[config.mk]
export PLATFORM = sky130hd
export DESIGN_NAME = sdsm_monitor
export DESIGN_NICKNAME = d
export VERILOG_FILES = /design/src/pkg/sdsm_pkg.sv /design/src/sdsm_monitor.sv
export SDC_FILE = /design/constraint.sdc
export NUM_CORES = 1
export LEC_CHECK = 0
export BUFFER_PORTS_ARGS = -buffer_cell sky130_fd_sc_hd__buf_4
export CAP_MARGIN = 20
export CORE_MARGIN = 3
export CORE_UTILIZATION = 50
export DETAILED_ROUTE_END_ITERATION = 12
export PLACE_DENSITY_LB_ADDON = 0.1
export RECOVER_POWER = 25
export REMOVE_ABC_BUFFERS = 1
export SYNTH_ARGS = -nofsm -noshare
export SYNTH_HDL_FRONTEND = slang
export SYNTH_SLANG_ARGS = --single-unit
[constraint.sdc]
create_clock -name mclk -period 4 [get_ports mclk]
set_clock_uncertainty 0.15 [all_clocks]
set_input_delay 0.4 -clock mclk [delete_from_list [all_inputs] [get_ports mclk]]
set_output_delay 0.4 -clock mclk [all_outputs]
set_load 0.02 [all_outputs]
[src/pkg/sdsm_pkg.sv]
// constants for the servo drive status monitor register bank
package sdsm_pkg;
  localparam int WORD_W = 16;
  localparam int IDX_W = 10;
  // parameter numbers of the monitor words
  localparam logic [9:0] IDX_EVENT_ACTION = 10'h004;
  localparam logic [9:0] IDX_DRIVE_PROT = 10'h005;
  localparam logic [9:0] IDX_SYSTEM_PROT = 10'h006;
  localparam logic [9:0] IDX_STATUS_ONE = 10'h007;
  localparam logic [9:0] IDX_STATUS_TWO = 10'h008;
  localparam logic [9:0] IDX_STATUS_THREE = 10'h009;
  localparam logic [9:0] IDX_ACTIVE_CFG = 10'h00a;
  localparam logic [9:0] IDX_STATE_WORD = 10'h390;
  // implemented-bit masks, reserved bits read zero
  localparam logic [15:0] MASK_EVENT_ACTION = 16'h00ff;
  localparam logic [15:0] MASK_DRIVE_PROT = 16'h007f;
  localparam logic [15:0] MASK_SYSTEM_PROT = 16'h3fff;
  localparam logic [15:0] MASK_STATUS_ONE = 16'hffff;
  localparam logic [15:0] MASK_STATUS_TWO = 16'hf7ff;
  localparam logic [15:0] MASK_STATUS_THREE = 16'h1fff;
  localparam logic [15:0] MASK_ACTIVE_CFG = 16'h0007;
  localparam logic [15:0] MASK_STATE_WORD = 16'h006f;
  localparam logic [15:0] WORD_ZERO = 16'h0000;
  // state word low nibble codes
  localparam logic [3:0] LOW_IDLE = 4'h0;
  localparam logic [3:0] LOW_READY = 4'h1;
  localparam logic [3:0] LOW_ON = 4'h3;
  localparam logic [3:0] LOW_ENABLED = 4'h7;
  localparam logic [3:0] LOW_FAULT = 4'h8;
  localparam logic [3:0] LOW_REACT = 4'hf;
  localparam int BIT_QUICK = 5;
  localparam int BIT_DISABLED = 6;
  // drive control states, one-hot
  typedef enum logic [7:0] {
    ST_NOT_READY = 8'b0000_0001,
    ST_ON_DISABLED = 8'b0000_0010,
    ST_READY = 8'b0000_0100,
    ST_SWITCHED_ON = 8'b0000_1000,
    ST_ENABLED = 8'b0001_0000,
    ST_STOP = 8'b0010_0000,
    ST_REACTION = 8'b0100_0000,
    ST_FAULT = 8'b1000_0000
  } sdsm_state_t;
endpackage

[src/sdsm_monitor.sv]
// servo drive status monitor: state word and status flag words, read only
// Notes on behaviour
// - state word: 16-bit read-only, identifies drive state
// - not ready: low nibble 0000, bit6 clear
// - switch-on disabled: low nibble 0000, bit6 set
// - ready to switch on: 0001, bit5 set
// - switched on: 0011, bit5 set, bit6 clear
// - enabled 0111 bit5 set; stop bit5 clear
// - fault reaction: low nibble 1111, bit6 clear
// - fault: low nibble 1000, bit6 clear
// - status words: 16-bit read-only independent flags
// - bridge word flags bits 0..7
// - drive protection word flags bits 0..6
// - system protection word flags bits 0..13
`timescale 1ns/1ps
`default_nettype none
module sdsm_monitor #(
  parameter int WORD_W = 16
) (
  input wire logic mclk,
  input wire logic rst_n,
  // present drive state from the control machine, same clock
  input wire sdsm_pkg::sdsm_state_t driveState,
  // raw condition flags from the drive logic, same clock
  input wire logic [WORD_W-1:0] bridgeFlags,
  input wire logic [WORD_W-1:0] driveProtFlags,
  input wire logic [WORD_W-1:0] systemProtFlags,
  input wire logic [WORD_W-1:0] statusOneFlags,
  input wire logic [WORD_W-1:0] statusTwoFlags,
  input wire logic [WORD_W-1:0] statusThreeFlags,
  input wire logic [WORD_W-1:0] activeCfgFlags,
  // parameter read port: request index, answer next cycle
  input wire logic readReq,
  input wire logic [sdsm_pkg::IDX_W-1:0] readIndex,
  output logic readValid,
  output logic readHit,
  output logic [WORD_W-1:0] readData,
  // live state word, registered
  output logic [WORD_W-1:0] driveStateWord
);

  logic [WORD_W-1:0] next_stateWord;
  logic [WORD_W-1:0] eventAction;
  logic [WORD_W-1:0] driveProt;
  logic [WORD_W-1:0] systemProt;
  logic [WORD_W-1:0] statusOne;
  logic [WORD_W-1:0] statusTwo;
  logic [WORD_W-1:0] statusThree;
  logic [WORD_W-1:0] activeCfg;
  logic [3:0] lowNibble;
  logic quickBit;
  logic disabledBit;

  // state pattern encode; don't-care bits are driven zero
  always_comb begin
    lowNibble = sdsm_pkg::LOW_IDLE;
    quickBit = 1'b0;
    disabledBit = 1'b0;
    case (driveState)
      sdsm_pkg::ST_NOT_READY: begin
        lowNibble = sdsm_pkg::LOW_IDLE;
      end
      sdsm_pkg::ST_ON_DISABLED: begin
        lowNibble = sdsm_pkg::LOW_IDLE;
        disabledBit = 1'b1;
      end
      sdsm_pkg::ST_READY: begin
        lowNibble = sdsm_pkg::LOW_READY;
        quickBit = 1'b1;
      end
      sdsm_pkg::ST_SWITCHED_ON: begin
        lowNibble = sdsm_pkg::LOW_ON;
        quickBit = 1'b1;
      end
      sdsm_pkg::ST_ENABLED: begin
        lowNibble = sdsm_pkg::LOW_ENABLED;
        quickBit = 1'b1;
      end
      sdsm_pkg::ST_STOP: begin
        lowNibble = sdsm_pkg::LOW_ENABLED;
      end
      sdsm_pkg::ST_REACTION: begin
        lowNibble = sdsm_pkg::LOW_REACT;
      end
      sdsm_pkg::ST_FAULT: begin
        lowNibble = sdsm_pkg::LOW_FAULT;
      end
      default: begin
        lowNibble = sdsm_pkg::LOW_IDLE; // illegal code reads as not ready
      end
    endcase
  end

  // assemble the state word, everything above bit 6 stays zero
  always_comb begin
    next_stateWord = sdsm_pkg::WORD_ZERO;
    next_stateWord[3:0] = lowNibble;
    next_stateWord[sdsm_pkg::BIT_QUICK] = quickBit;
    next_stateWord[sdsm_pkg::BIT_DISABLED] = disabledBit;
  end

  // status words sampled every cycle so a read sees one coherent snapshot
  always_ff @(posedge mclk or negedge rst_n) begin
    if (!rst_n) begin
      driveStateWord <= sdsm_pkg::WORD_ZERO;
      eventAction <= sdsm_pkg::WORD_ZERO;
      driveProt <= sdsm_pkg::WORD_ZERO;
      systemProt <= sdsm_pkg::WORD_ZERO;
      statusOne <= sdsm_pkg::WORD_ZERO;
      statusTwo <= sdsm_pkg::WORD_ZERO;
      statusThree <= sdsm_pkg::WORD_ZERO;
      activeCfg <= sdsm_pkg::WORD_ZERO;
    end else begin
      driveStateWord <= next_stateWord;
      eventAction <= bridgeFlags & sdsm_pkg::MASK_EVENT_ACTION;
      driveProt <= driveProtFlags & sdsm_pkg::MASK_DRIVE_PROT;
      systemProt <= systemProtFlags & sdsm_pkg::MASK_SYSTEM_PROT;
      statusOne <= statusOneFlags & sdsm_pkg::MASK_STATUS_ONE;
      statusTwo <= statusTwoFlags & sdsm_pkg::MASK_STATUS_TWO;
      statusThree <= statusThreeFlags & sdsm_pkg::MASK_STATUS_THREE;
      activeCfg <= activeCfgFlags & sdsm_pkg::MASK_ACTIVE_CFG;
    end
  end

  // index decode; there is no write path at all, so writes cannot land
  wire hitEvent = readIndex == sdsm_pkg::IDX_EVENT_ACTION;
  wire hitDrive = readIndex == sdsm_pkg::IDX_DRIVE_PROT;
  wire hitSystem = readIndex == sdsm_pkg::IDX_SYSTEM_PROT;
  wire hitOne = readIndex == sdsm_pkg::IDX_STATUS_ONE;
  wire hitTwo = readIndex == sdsm_pkg::IDX_STATUS_TWO;
  wire hitThree = readIndex == sdsm_pkg::IDX_STATUS_THREE;
  wire hitCfg = readIndex == sdsm_pkg::IDX_ACTIVE_CFG;
  wire hitState = readIndex == sdsm_pkg::IDX_STATE_WORD;
  wire anyHit = hitEvent | hitDrive | hitSystem | hitOne | hitTwo | hitThree | hitCfg
    | hitState;
  // one-hot select keeps the mux flat
  wire [WORD_W-1:0] selWord = ({WORD_W{hitEvent}} & eventAction)
    | ({WORD_W{hitDrive}} & driveProt)
    | ({WORD_W{hitSystem}} & systemProt)
    | ({WORD_W{hitOne}} & statusOne)
    | ({WORD_W{hitTwo}} & statusTwo)
    | ({WORD_W{hitThree}} & statusThree)
    | ({WORD_W{hitCfg}} & activeCfg)
    | ({WORD_W{hitState}} & driveStateWord);

  // read answer one cycle after the request; unmapped index answers zero
  always_ff @(posedge mclk or negedge rst_n) begin
    if (!rst_n) begin
      readValid <= 1'b0;
      readHit <= 1'b0;
      readData <= sdsm_pkg::WORD_ZERO;
    end else begin
      readValid <= readReq;
      readHit <= readReq & anyHit;
      if (readReq) begin
        readData <= selWord;
      end
    end
  end

  // checks on the encode and read path
  stop_bit_clear_a: assert property (@(posedge mclk) disable iff (!rst_n)
    driveState == sdsm_pkg::ST_STOP |=> driveStateWord[6:0] == 7'h07)
    else $error("stop state pattern wrong");
  enabled_bits_a: assert property (@(posedge mclk) disable iff (!rst_n)
    driveState == sdsm_pkg::ST_ENABLED |=> driveStateWord[6:0] == 7'h27)
    else $error("enabled pattern wrong");
  not_ready_a: assert property (@(posedge mclk) disable iff (!rst_n)
    driveState == sdsm_pkg::ST_NOT_READY |=> driveStateWord[3:0] == 4'h0
    && !driveStateWord[6])
    else $error("not ready pattern wrong");
  on_disabled_a: assert property (@(posedge mclk) disable iff (!rst_n)
    driveState == sdsm_pkg::ST_ON_DISABLED |=> driveStateWord[6:0] == 7'h40)
    else $error("switch on disabled pattern wrong");
  ready_bits_a: assert property (@(posedge mclk) disable iff (!rst_n)
    driveState == sdsm_pkg::ST_READY |=> driveStateWord[6:0] == 7'h21)
    else $error("ready pattern wrong");
  switched_on_a: assert property (@(posedge mclk) disable iff (!rst_n)
    driveState == sdsm_pkg::ST_SWITCHED_ON |=> driveStateWord[6:0] == 7'h23)
    else $error("switched on pattern wrong");
  reaction_bits_a: assert property (@(posedge mclk) disable iff (!rst_n)
    driveState == sdsm_pkg::ST_REACTION |=> driveStateWord[3:0] == 4'hf
    && !driveStateWord[6])
    else $error("fault reaction pattern wrong");
  fault_bits_a: assert property (@(posedge mclk) disable iff (!rst_n)
    driveState == sdsm_pkg::ST_FAULT |=> driveStateWord[3:0] == 4'h8
    && !driveStateWord[6])
    else $error("fault pattern wrong");
  state_upper_zero_a: assert property (@(posedge mclk) disable iff (!rst_n)
    driveStateWord[15:7] == 9'h000 && !driveStateWord[4])
    else $error("state word reserved bits set");
  bridge_reserved_a: assert property (@(posedge mclk) disable iff (!rst_n)
    readReq && readIndex == sdsm_pkg::IDX_EVENT_ACTION |=> readData[15:8] == 8'h00
    && readData[7:0] == $past(bridgeFlags[7:0], 2))
    else $error("bridge word read wrong");
  prot_reserved_a: assert property (@(posedge mclk) disable iff (!rst_n)
    readReq && readIndex == sdsm_pkg::IDX_DRIVE_PROT |=> readData[15:7] == 9'h000)
    else $error("drive protection reserved bits set");
  sys_reserved_a: assert property (@(posedge mclk) disable iff (!rst_n)
    readReq && readIndex == sdsm_pkg::IDX_SYSTEM_PROT |=> readData[15:14] == 2'b00)
    else $error("system protection reserved bits set");
  three_reserved_a: assert property (@(posedge mclk) disable iff (!rst_n)
    readReq && readIndex == sdsm_pkg::IDX_STATUS_THREE |=> readData[15:13] == 3'b000)
    else $error("status three reserved bits set");
  miss_zero_a: assert property (@(posedge mclk) disable iff (!rst_n)
    readReq && !anyHit |=> readValid && !readHit && readData == 16'h0000)
    else $error("unmapped read not zero");

  // read handshake: one answer per taken request, nothing spontaneous;
  // readData must hold between reads so a slow host can still pick it up
  valid_follows_a: assert property (@(posedge mclk) disable iff (!rst_n)
    readReq |=> readValid)
    else $error("read answer missing");
  valid_single_a: assert property (@(posedge mclk) disable iff (!rst_n)
    !readReq |=> !readValid && !readHit)
    else $error("answer without request");
  hit_mapped_a: assert property (@(posedge mclk) disable iff (!rst_n)
    readReq && anyHit |=> readHit)
    else $error("mapped index not flagged");
  data_held_a: assert property (@(posedge mclk) disable iff (!rst_n)
    !readReq |=> $stable(readData))
    else $error("read data moved without a read");
  hit_needs_valid_a: assert property (@(posedge mclk) disable iff (!rst_n)
    readHit |-> readValid)
    else $error("hit flag without answer");

  // each mapped index must be flagged as a hit; a decode slip here would
  // otherwise show up only as a zero word, which looks like all flags clear
  state_hit_a: assert property (@(posedge mclk) disable iff (!rst_n)
    readReq && readIndex == sdsm_pkg::IDX_STATE_WORD |=> readHit && readValid)
    else $error("state word index not decoded");
  event_hit_a: assert property (@(posedge mclk) disable iff (!rst_n)
    readReq && readIndex == sdsm_pkg::IDX_EVENT_ACTION |=> readHit)
    else $error("bridge index not decoded");
  drive_hit_a: assert property (@(posedge mclk) disable iff (!rst_n)
    readReq && readIndex == sdsm_pkg::IDX_DRIVE_PROT |=> readHit)
    else $error("drive protection index not decoded");
  sys_hit_a: assert property (@(posedge mclk) disable iff (!rst_n)
    readReq && readIndex == sdsm_pkg::IDX_SYSTEM_PROT |=> readHit)
    else $error("system protection index not decoded");
  one_hit_a: assert property (@(posedge mclk) disable iff (!rst_n)
    readReq && readIndex == sdsm_pkg::IDX_STATUS_ONE |=> readHit)
    else $error("status one index not decoded");
  two_hit_a: assert property (@(posedge mclk) disable iff (!rst_n)
    readReq && readIndex == sdsm_pkg::IDX_STATUS_TWO |=> readHit)
    else $error("status two index not decoded");
  three_hit_a: assert property (@(posedge mclk) disable iff (!rst_n)
    readReq && readIndex == sdsm_pkg::IDX_STATUS_THREE |=> readHit)
    else $error("status three index not decoded");
  cfg_hit_a: assert property (@(posedge mclk) disable iff (!rst_n)
    readReq && readIndex == sdsm_pkg::IDX_ACTIVE_CFG |=> readHit)
    else $error("configuration index not decoded");

  // word contents: flags reach readData two edges after they are presented,
  // one edge for the snapshot and one for the read register
  state_read_a: assert property (@(posedge mclk) disable iff (!rst_n)
    readReq && readIndex == sdsm_pkg::IDX_STATE_WORD |=> readData == $past(driveStateWord))
    else $error("state word read wrong");
  drive_read_a: assert property (@(posedge mclk) disable iff (!rst_n)
    readReq && readIndex == sdsm_pkg::IDX_DRIVE_PROT |=> readData[6:0] == $past(driveProtFlags[6:0], 2))
    else $error("drive protection flags lost");
  sys_read_a: assert property (@(posedge mclk) disable iff (!rst_n)
    readReq && readIndex == sdsm_pkg::IDX_SYSTEM_PROT |=> readData[13:0] == $past(systemProtFlags[13:0], 2))
    else $error("system protection flags lost");
  one_read_a: assert property (@(posedge mclk) disable iff (!rst_n)
    readReq && readIndex == sdsm_pkg::IDX_STATUS_ONE |=> readData == $past(statusOneFlags, 2))
    else $error("status one flags lost");
  two_read_a: assert property (@(posedge mclk) disable iff (!rst_n)
    readReq && readIndex == sdsm_pkg::IDX_STATUS_TWO |=> !readData[11]
    && readData[10:0] == $past(statusTwoFlags[10:0], 2)
    && readData[15:12] == $past(statusTwoFlags[15:12], 2))
    else $error("status two read wrong");
  three_read_a: assert property (@(posedge mclk) disable iff (!rst_n)
    readReq && readIndex == sdsm_pkg::IDX_STATUS_THREE |=> readData[12:0] == $past(statusThreeFlags[12:0], 2))
    else $error("status three flags lost");
  cfg_read_a: assert property (@(posedge mclk) disable iff (!rst_n)
    readReq && readIndex == sdsm_pkg::IDX_ACTIVE_CFG |=> readData[15:3] == 13'h0000
    && readData[2:0] == $past(activeCfgFlags[2:0], 2))
    else $error("configuration word read wrong");

  // state word shape: the bit groups must never combine into a pattern
  // that names no state, whatever the control machine hands over
  illegal_state_a: assert property (@(posedge mclk) disable iff (!rst_n)
    !$onehot(driveState) |=> driveStateWord == 16'h0000)
    else $error("illegal state code not shown as not ready");
  disabled_low_a: assert property (@(posedge mclk) disable iff (!rst_n)
    driveStateWord[6] |-> driveStateWord[5:0] == 6'h00)
    else $error("switch on disabled with low bits set");
  quick_low_a: assert property (@(posedge mclk) disable iff (!rst_n)
    driveStateWord[5] |-> !driveStateWord[6] && !driveStateWord[3]
    && driveStateWord[0])
    else $error("bit five set outside the powered states");
  fault_low_a: assert property (@(posedge mclk) disable iff (!rst_n)
    driveStateWord[3] |-> !driveStateWord[6] && !driveStateWord[5])
    else $error("fault pattern with stray bits");

endmodule // sdsm_monitor
`default_nettype wire

# After elaboration in Yosys (flattened, before gate mapping)
# Cells that the tools add are included.
# totals
regBits,100
input_bits,133
elab_cells,54
# op_classes
eq_ne,15
mux,3
bitwise,23
n_reduce_logical,2
# ops
operator,n
$or A16 B16 Y16,7
$eq A10 B3 Y1 const B,4
$and A16 B16 Y16,2
$and A16 B7 Y16,2
$eq A10 B4 Y1 const B,3
$pmux W4 S5,1
$and A16 B13 Y16,1
$and A16 B14 Y16,1
$and A16 B3 Y16,1
$and A16 B8 Y16,1
$eq A10 B10 Y1 const B,1
$eq A8 B2 Y1 const B,1
$eq A8 B3 Y1 const B,1
$eq A8 B4 Y1 const B,1
$eq A8 B5 Y1 const B,1
$eq A8 B6 Y1 const B,1
$eq A8 B7 Y1 const B,1
$eq A8 B8 Y1 const B,1
$or A1 B1 Y1,7
$reduce_or A3 Y1,1
$mux W1,2
$reduce_or A2 Y1,1
$and A1 B1 Y1,1

# Longest topological paths before layout
# Gate-level depths: netlist of the first run.
# depth
depth_word,9
depth_mapped,6
mapped_depth_nobuf,4

# Least setup slack after synthesis of the first run
# No wires, ideal clock.
# synth_timing
path_type,in2reg
start,input readIndex[0] in the netlist's numbering
end,register readData[3]
arrival_ns,1.458
required_ns,3.721
path_slack_ns,2.263
stages,5
n_path_buf,2
cell_sequence,buf_2 buf_2 mux2_2 a221oi_1 a21oi_1
# synth_via
elab_chain_len,9
word_cells_on_any_way,23
# synth_rtl
element,line_no,source
from (decl),sdsm_monitor.sv:34,"input wire logic [sdsm_pkg::IDX_W-1:0] readIndex,"
$eq A10 B3 Y1 (on tied branches),"sdsm_monitor.sv:126, sdsm_monitor.sv:127",
$and A16 B8 Y16 / $and A16 B7 Y16 (equally long branches),"sdsm_monitor.sv:137, sdsm_monitor.sv:138",
$or A16 B16 Y16,sdsm_monitor.sv:138,| ({WORD_W{hitDrive}} & driveProt)
$or A16 B16 Y16,sdsm_monitor.sv:139,| ({WORD_W{hitSystem}} & systemProt)
$or A16 B16 Y16,sdsm_monitor.sv:140,| ({WORD_W{hitOne}} & statusOne)
$or A16 B16 Y16,sdsm_monitor.sv:141,| ({WORD_W{hitTwo}} & statusTwo)
$or A16 B16 Y16,sdsm_monitor.sv:142,| ({WORD_W{hitThree}} & statusThree)
$or A16 B16 Y16,sdsm_monitor.sv:143,| ({WORD_W{hitCfg}} & activeCfg)
$or A16 B16 Y16 *,sdsm_monitor.sv:144,| ({WORD_W{hitState}} & driveStateWord);
to (signal assigned),sdsm_monitor.sv:151,readData <= sdsm_pkg::WORD_ZERO;
to (signal assigned),sdsm_monitor.sv:156,readData <= selWord;
to (decl),sdsm_monitor.sv:37,"output logic [WORD_W-1:0] readData,"
# Mark *: on every way between the ends. The rest lies on a longest branch, timed or not.
# A chain may end at the register's enable or synchronous reset.

==> impl_metrics.env, run 1 <==
export IMPL_synth_seq_area_share_pct=66.8
export IMPL_fp_dieArea_um2=8570
export IMPL_outcome="completed"
export IMPL_cts_made_buffers=9
export IMPL_critical_path_max_fanout=33
export IMPL_grtUsageMet2_pct=43.0
export IMPL_drt_first_iter_violations=89
export IMPL_dpl_hpwl_mm=6.11
export IMPL_share_of_cells_above_drive_strength_1_pct=30.9
export IMPL_io_buffer_count=120
export IMPL_seq_power_share_pct=55.0
export IMPL_syn_mean_instance_area_um2=13.6
export IMPL_dr_vias_cell=5.27
export IMPL_row_count=30
export IMPL_timing_worst_setup_path_type="input pin to flop"
export IMPL_class_of_the_tightest_hold_or_removal_check="input pin to flop"
export IMPL_worst_ep_arrival_time_ns=2.20
export IMPL_grt_ovfl_total=0
export IMPL_initial_core_utilization_pct=53.4
export IMPL_post_route_period_util_pct=52.6
export IMPL_setup_viol=0
export IMPL_final_core_utilization_pct=80.0
export IMPL_fp_dieW_um=92.6
export IMPL_clkSlewWorstSetupHoldPaths_ns=0.11
export IMPL_netlist_top_cells_area="dfrtp_1 (67%), mux2i_1 (3.2%), buf_4 (2.0%), nor2_1 (1.8%), mux2_1 (1.5%)"
export IMPL_hold_path_cell_count=2
export IMPL_r2r_slack_ns=2.50
export IMPL_fin_crit_ns=2.10
export IMPL_cts_sinks=100
export IMPL_gp_routability_congestion=0.768
export IMPL_synthToLayoutAreaGrowth_pct=49.9
export IMPL_maxClockFrequency_mhz=476
export IMPL_grt_antenna_before_repair=0
export IMPL_grt_first_pass_wirelength_mm=15.9
export IMPL_die_height_um=92.6
export IMPL_yosys_register_bits=100
export IMPL_globalRouteMet3Util_pct=5.61
export IMPL_track_usage_pct=24.4
export IMPL_global_route_usage_met1_pct=28.9
export IMPL_worst_setup_path_start_kind="input pin"
export IMPL_detailedRoute_firstPassIterationCount=4
export IMPL_worst_pin_slew_ns=1.46
export IMPL_mappedNetlistArea_um2=3750
export IMPL_relSlewSlack_pct=2.76
export IMPL_cellInternalPower_mw=1.45
export IMPL_synth_largest_type_area_fraction_pct=66.8
export IMPL_worst_ep_required_time_ns=4.10
export IMPL_worst_hold_path_endpoint="driveStateWord[5]$_DFF_PN0_"
export IMPL_synth_largest_area_cell="dfrtp_1"
export IMPL_pwr_share_comb_pct=14.6
export IMPL_final_hold_viol_count=0
export IMPL_ioPinCount=167
export IMPL_tritoncts="done"
export IMPL_wl_per_cell_um=17.4
export IMPL_setup_worst_path_end_class="flop"
export IMPL_peakVddDrop_mv=0.230
export IMPL_cellLeakagePower_nw=2.58
export IMPL_postRouteAntennaNets=0
export IMPL_first_global_vias=3173
export IMPL_worst_r2r_cell_count=4
export IMPL_fp_coreArea_um2=7020
export IMPL_power_density_nw_per_um2=349
export IMPL_post_synthesis_cells=276
export IMPL_async_reset_ff_share_pct=100
export IMPL_clock_latency_ns=0.36
export IMPL_diodes=0
export IMPL_dominantRegCellSynth="dfrtp_1"
export IMPL_startpoint_of_the_lowest_slack_hold_path="driveState[5]"
export IMPL_pwr_share_clk_pct=30.4
export IMPL_clk_root_buffer_cell="clkbuf_8"
export IMPL_max_clock_path_buffers=2
export IMPL_final_setup_tns_ns=0
export IMPL_ys_types=50
export IMPL_timing_max_cap_violations=0
export IMPL_route_final_wire_length_mm=9.92
export IMPL_net_switching_power_mw=0.507
export IMPL_drt_drc_violations_left=0
export IMPL_edff_count_synth=0
export IMPL_largest_net_degree_at_the_start_of_global_routing=53
export IMPL_synth_yosys_warnings=0
export IMPL_rsz0062_at_grt="false"
export IMPL_globalRoute_busiestLayer="met2"
export IMPL_slew_viol_final=0
export IMPL_design_final_nets=603
export IMPL_p_sw_share_pct=25.9
export IMPL_reg2reg_from="systemProt[2]$_DFF_PN0_"
export IMPL_r2r_end="readData[2]$_DFFE_PN0P_"
export IMPL_cts_htree_levels=3
export IMPL_routed_via_count=3012
==> synth_stat cells, types with 5 or more instances <==
library cell	n
a21oi_1	8
a221oi_1	5
a22o_1	5
a22oi_1	6
a31oi_1	7
buf_2	9
buf_4	10
clkbuf_1	6
dfrtp_1	100
mux2_1	5
mux2_2	5
mux2i_1	12
nand2_1	8
nand3_1	5
nor2_1	18
o21a_1	6
==> cells by family after synthesis <==
group                     count (synthesis)  synth area share, %
DFF                                     100                 66.8
and+or+nand+nor                          63                 9.68
AOI/OAI and AO/OA                        61                 12.6
buffers and inverters                    26                 3.91
muxes                                    22                 6.21
xor gates and xnor gates                  3                0.701
other                                     1                0.100
==> critical path, cell delays in order <==
cell      delay [ns]
clkbuf_1        1.03
inv_1           0.26
a221oi_1        0.37
a21oi_1         0.12
==> cell type report <==
type,count,area (µm²)
Multi-Input combinational cell,159,1130
Clock inverter,7,56.3
Inverter,1,3.75
Sequential cell,100,2500
Fill cell,428,1400
Tap cell,96,120
Timing Repair Buffer,199,1680
Clock buffer,9,124
==> power by group through the flow <==
stage	sequential (mW)	clock, mW	combinational, mW
2_1_floorplan	1.11	0	0.0634
3_3_place_gp	1.10	0	0.220
3_5_place_dp	1.10	0	0.225
4_1_cts	1.08	0.608	0.287
5_1_grt	1.08	0.644	0.310
6_report	1.08	0.595	0.285
==> placed cells by master (no fill, tap or decap), types with 6 or more instances in the layout <==
| master | instances |
|---|---|
| clkbuf_4 | 54 |
| dlygate4sd3_1 | 77 |
| dfrtp_1 | 100 |
| clkbuf_8 | 9 |
| conb_1 | 10 |
| o21a_1 | 6 |
| a21oi_1 | 8 |
| a31oi_1 | 7 |
| buf_4 | 66 |
| mux2i_1 | 12 |
| nor2_1 | 18 |
| nand2_1 | 8 |
| a22oi_1 | 6 |
==> flip-flops by register name, summed over array words and instances (netlist names) <==
signal / cells
readData: 16
statusOne: 16
statusTwo: 15
systemProt: 14
statusThree: 13
eventAction: 8
driveProt: 7
driveStateWord: 6
activeCfg: 3
readHit: 1
readValid: 1
==> per-stage QoR <==
stage	power (mW)	cells	worst slack (ns)	hold slack, ns	instance area [µm²]
global route	2.04	571	1.69	0.0744	5620
finish	1.96	571	1.90	0.0973	5620
global placement	1.32	478	1.73	0.312	4670
detailed placement	1.32	478	1.71	0.320	4670
CTS	1.97	571	2.07	0.0614	5630
floorplan	1.17	260	2.33	-0.0456	3640
==> worst max path at each step <==
stage,startpoint,to,slack (ns),depth (start not counted)
2_1_floorplan,readIndex[5],readData[1]$_DFFE_PN0P_,2.33,4
3_3_place_gp,readIndex[2],readData[10]$_DFFE_PN0P_,1.73,5
3_5_place_dp,readIndex[2],readData[5]$_DFFE_PN0P_,1.71,5
4_1_cts,readIndex[2],readData[8]$_DFFE_PN0P_,2.07,5
5_1_grt,readReq,readData[3]$_DFFE_PN0P_,1.69,4
6_report,readReq,readData[5]$_DFFE_PN0P_,1.90,4
==> what timing repair did <==
action | CTS | global route
buffers inserted | 0 | 0
endpoints found under the hold margin | 121 | 0
hold buffers | 77 | 0
gates resized for setup | 0 | 0
==> per-layer routing <==
metal	share of wire (%)	vias up
met2	52	146
met3	6.7	25
met5	0	-
met1	38	1467
li1	-	1374
met4	3.0	0
No activity file was read; power rests on OpenSTA's default activity.
==> run 2: changes to the inputs <==
--- a/config.mk
+++ b/config.mk
@@ -8,7 +8,7 @@
 export BUFFER_PORTS_ARGS = -buffer_cell sky130_fd_sc_hd__buf_4
 export CAP_MARGIN = 20
 export CORE_MARGIN = 3
-export CORE_UTILIZATION = 50
+export CORE_UTILIZATION = 47
 export DETAILED_ROUTE_END_ITERATION = 12
 export PLACE_DENSITY_LB_ADDON = 0.1
 export RECOVER_POWER = 25
==> constraint.sdc (replaced) <==
create_clock -name mclk -period 2.2 [get_ports mclk]
set_clock_uncertainty 0.15 [all_clocks]
set_input_delay 0.22 -clock mclk [delete_from_list [all_inputs] [get_ports mclk]]
set_output_delay 0.22 -clock mclk [all_outputs]
set_load 0.02 [all_outputs]
==> impl_metrics.env, run 2 (synthesized netlist as in run 1, its figures left out) <==
export IMPL_share_of_cells_above_drive_strength_1_pct=31.5
export IMPL_diodes=0
export IMPL_setup_worst_path_end_class="flop"
export IMPL_worst_ep_arrival_time_ns=2.10
export IMPL_globalRouteMet3Util_pct=4.66
export IMPL_design_final_nets=613
export IMPL_io_buffer_count=120
export IMPL_post_dp_cell_area_um2=4740
export IMPL_setup_worst_path_start="driveState[3]"
export IMPL_tritoncts="done"
export IMPL_die_height_um=95.3
export IMPL_first_global_vias=3246
export IMPL_setup_viol=0
export IMPL_dr_vias_cell=5.21
export IMPL_worst_ep_required_time_ns=2.34
export IMPL_rsz0062_at_grt="false"
export IMPL_timing_max_cap_violations=0
export IMPL_worst_setup_path_start_kind="input pin"
export IMPL_peakVddDrop_mv=0.333
export IMPL_clk_root_buffer_cell="clkbuf_8"
export IMPL_power_density_nw_per_um2=614
export IMPL_route_final_wire_length_mm=9.93
export IMPL_largest_net_degree_at_the_start_of_global_routing=56
export IMPL_class_of_the_tightest_hold_or_removal_check="input pin to flop"
export IMPL_crit_end="driveStateWord[5]$_DFF_PN0_"
export IMPL_grt_antenna_before_repair=0
export IMPL_r2r_end="readData[2]$_DFFE_PN0P_"
export IMPL_critical_path_max_fanout=5
export IMPL_global_route_usage_met1_pct=26.5
export IMPL_placed_cells=487
export IMPL_slew_viol_final=0
export IMPL_post_cts_hold_buffer_count=81
export IMPL_grtUsageMet2_pct=41.0
export IMPL_track_usage_pct=22.9
export IMPL_multiInputGateArea_um2=1130
export IMPL_r2r_slack_ns=0.74
export IMPL_cts_repair_resized_insts=0
export IMPL_maxClockFrequency_mhz=509
export IMPL_outcome="completed"
export IMPL_row_count=31
export IMPL_worst_r2r_cell_count=4
export IMPL_synthToLayoutAreaGrowth_pct=52.6
export IMPL_final_hold_viol_count=0
export IMPL_layout_common_cells="dfrtp_1 (100), dlygate4sd3_1 (81), buf_4 (75)"
export IMPL_max_clock_path_buffers=2
export IMPL_fp_dieW_um=95.3
export IMPL_wl_per_cell_um=17.0
export IMPL_cellLeakagePower_nw=2.62
export IMPL_drt_drc_violations_left=0
export IMPL_cts_htree_levels=3
export IMPL_post_route_period_util_pct=89.2
export IMPL_leading_cell_type_in_the_layout_fill_and_taps_excluded="dfrtp_1"
export IMPL_post_cts_setup_buffer_count=0
export IMPL_timing_worst_setup_path_type="input pin to flop"
export IMPL_postLayoutCellArea_um2=5720
export IMPL_postRouteAntennaNets=0
export IMPL_cts_sinks=100
export IMPL_detailedRoute_firstPassIterationCount=4
export IMPL_drt_first_iter_violations=100
export IMPL_globalRoute_busiestLayer="met2"
export IMPL_cts_made_buffers=9
export IMPL_clock_latency_ns=0.35
export IMPL_gp_routability_congestion=0.789
export IMPL_fin_cells=584
export IMPL_final_core_utilization_pct=76.4
export IMPL_layout_filler_cells=495
export IMPL_final_setup_tns_ns=0
export IMPL_routed_via_count=3044
export IMPL_grt_first_pass_wirelength_mm=15.5
export IMPL_layout_area_seq_um2=2500
export IMPL_grt_ovfl_total=0
export IMPL_fp_coreArea_um2=7490
export IMPL_clkSlewWorstSetupHoldPaths_ns=0.09
export IMPL_top_regs="readData (16), statusOne (16), statusTwo (15)"
export IMPL_fin_crit_ns=1.96
export IMPL_ioPinCount=167
export IMPL_reg2reg_from="statusOne[2]$_DFF_PN0_"
export IMPL_fp_dieArea_um2=9080
export IMPL_initial_core_utilization_pct=50.1
export IMPL_dpl_hpwl_mm=6.42
run 2: worst max-delay path: stages:
cell and delay [ns]:
dlygate4sd3_1 0.53, buf_4 0.15, or2_1 0.26, nand2_1 0.09
o21ai_0 0.07, nor4_1 0.19, dlygate4sd3_1 0.59
run 2: report_power, final:
group / switching [mW] / total, mW / internal (mW)
Sequential: 0.0318 / 1.96 / 1.93
Clock: 0.602 / 1.02 / 0.414
Combinational: 0.239 / 0.536 / 0.296
Total: 0.873 / 3.51 / 2.64
run 2: layout make-up:
type	count	area share [%]
clock buffers	11	2.30
clock inverters	5	0.678
inverters	1	0.0657
multi-input cells	159	19.8
flip-flops and latches	100	43.8
well taps	99	2.17
repair buffers	209	31.2
run 2: metrics by stage:
stage	hold slack [ns]	power [mW]	worst slack, ns
after floorplan	-0.226	2.13	0.714
after global placement	0.00177	2.41	0.414
after detailed placement	0.00507	2.42	0.372
after CTS	0.0243	3.54	0.307
after global routing	0.0290	3.66	0.183
final	0.0377	3.51	0.237
run 2: per-layer routing:
metal	share of wire, %	vias up	wire, µm
li1	-	1393	-
met1	39	1515	3870
met2	53	111	5270
met3	5.1	25	511
met4	2.8	0	278
met5	0	-	0
run 2: how the worst min path moves through the flow:
stage | start | end | depth (start not counted)
after floorplan | rst_n | activeCfg[0]$_DFF_PN0_ | 0
after global placement | rst_n | eventAction[1]$_DFF_PN0_ | 1
after detailed placement | rst_n | driveProt[1]$_DFF_PN0_ | 1
after CTS | driveState[0] | driveStateWord[3]$_DFF_PN0_ | 3
after global routing | driveState[0] | driveStateWord[6]$_DFF_PN0_ | 3
final | driveState[0] | driveStateWord[3]$_DFF_PN0_ | 3
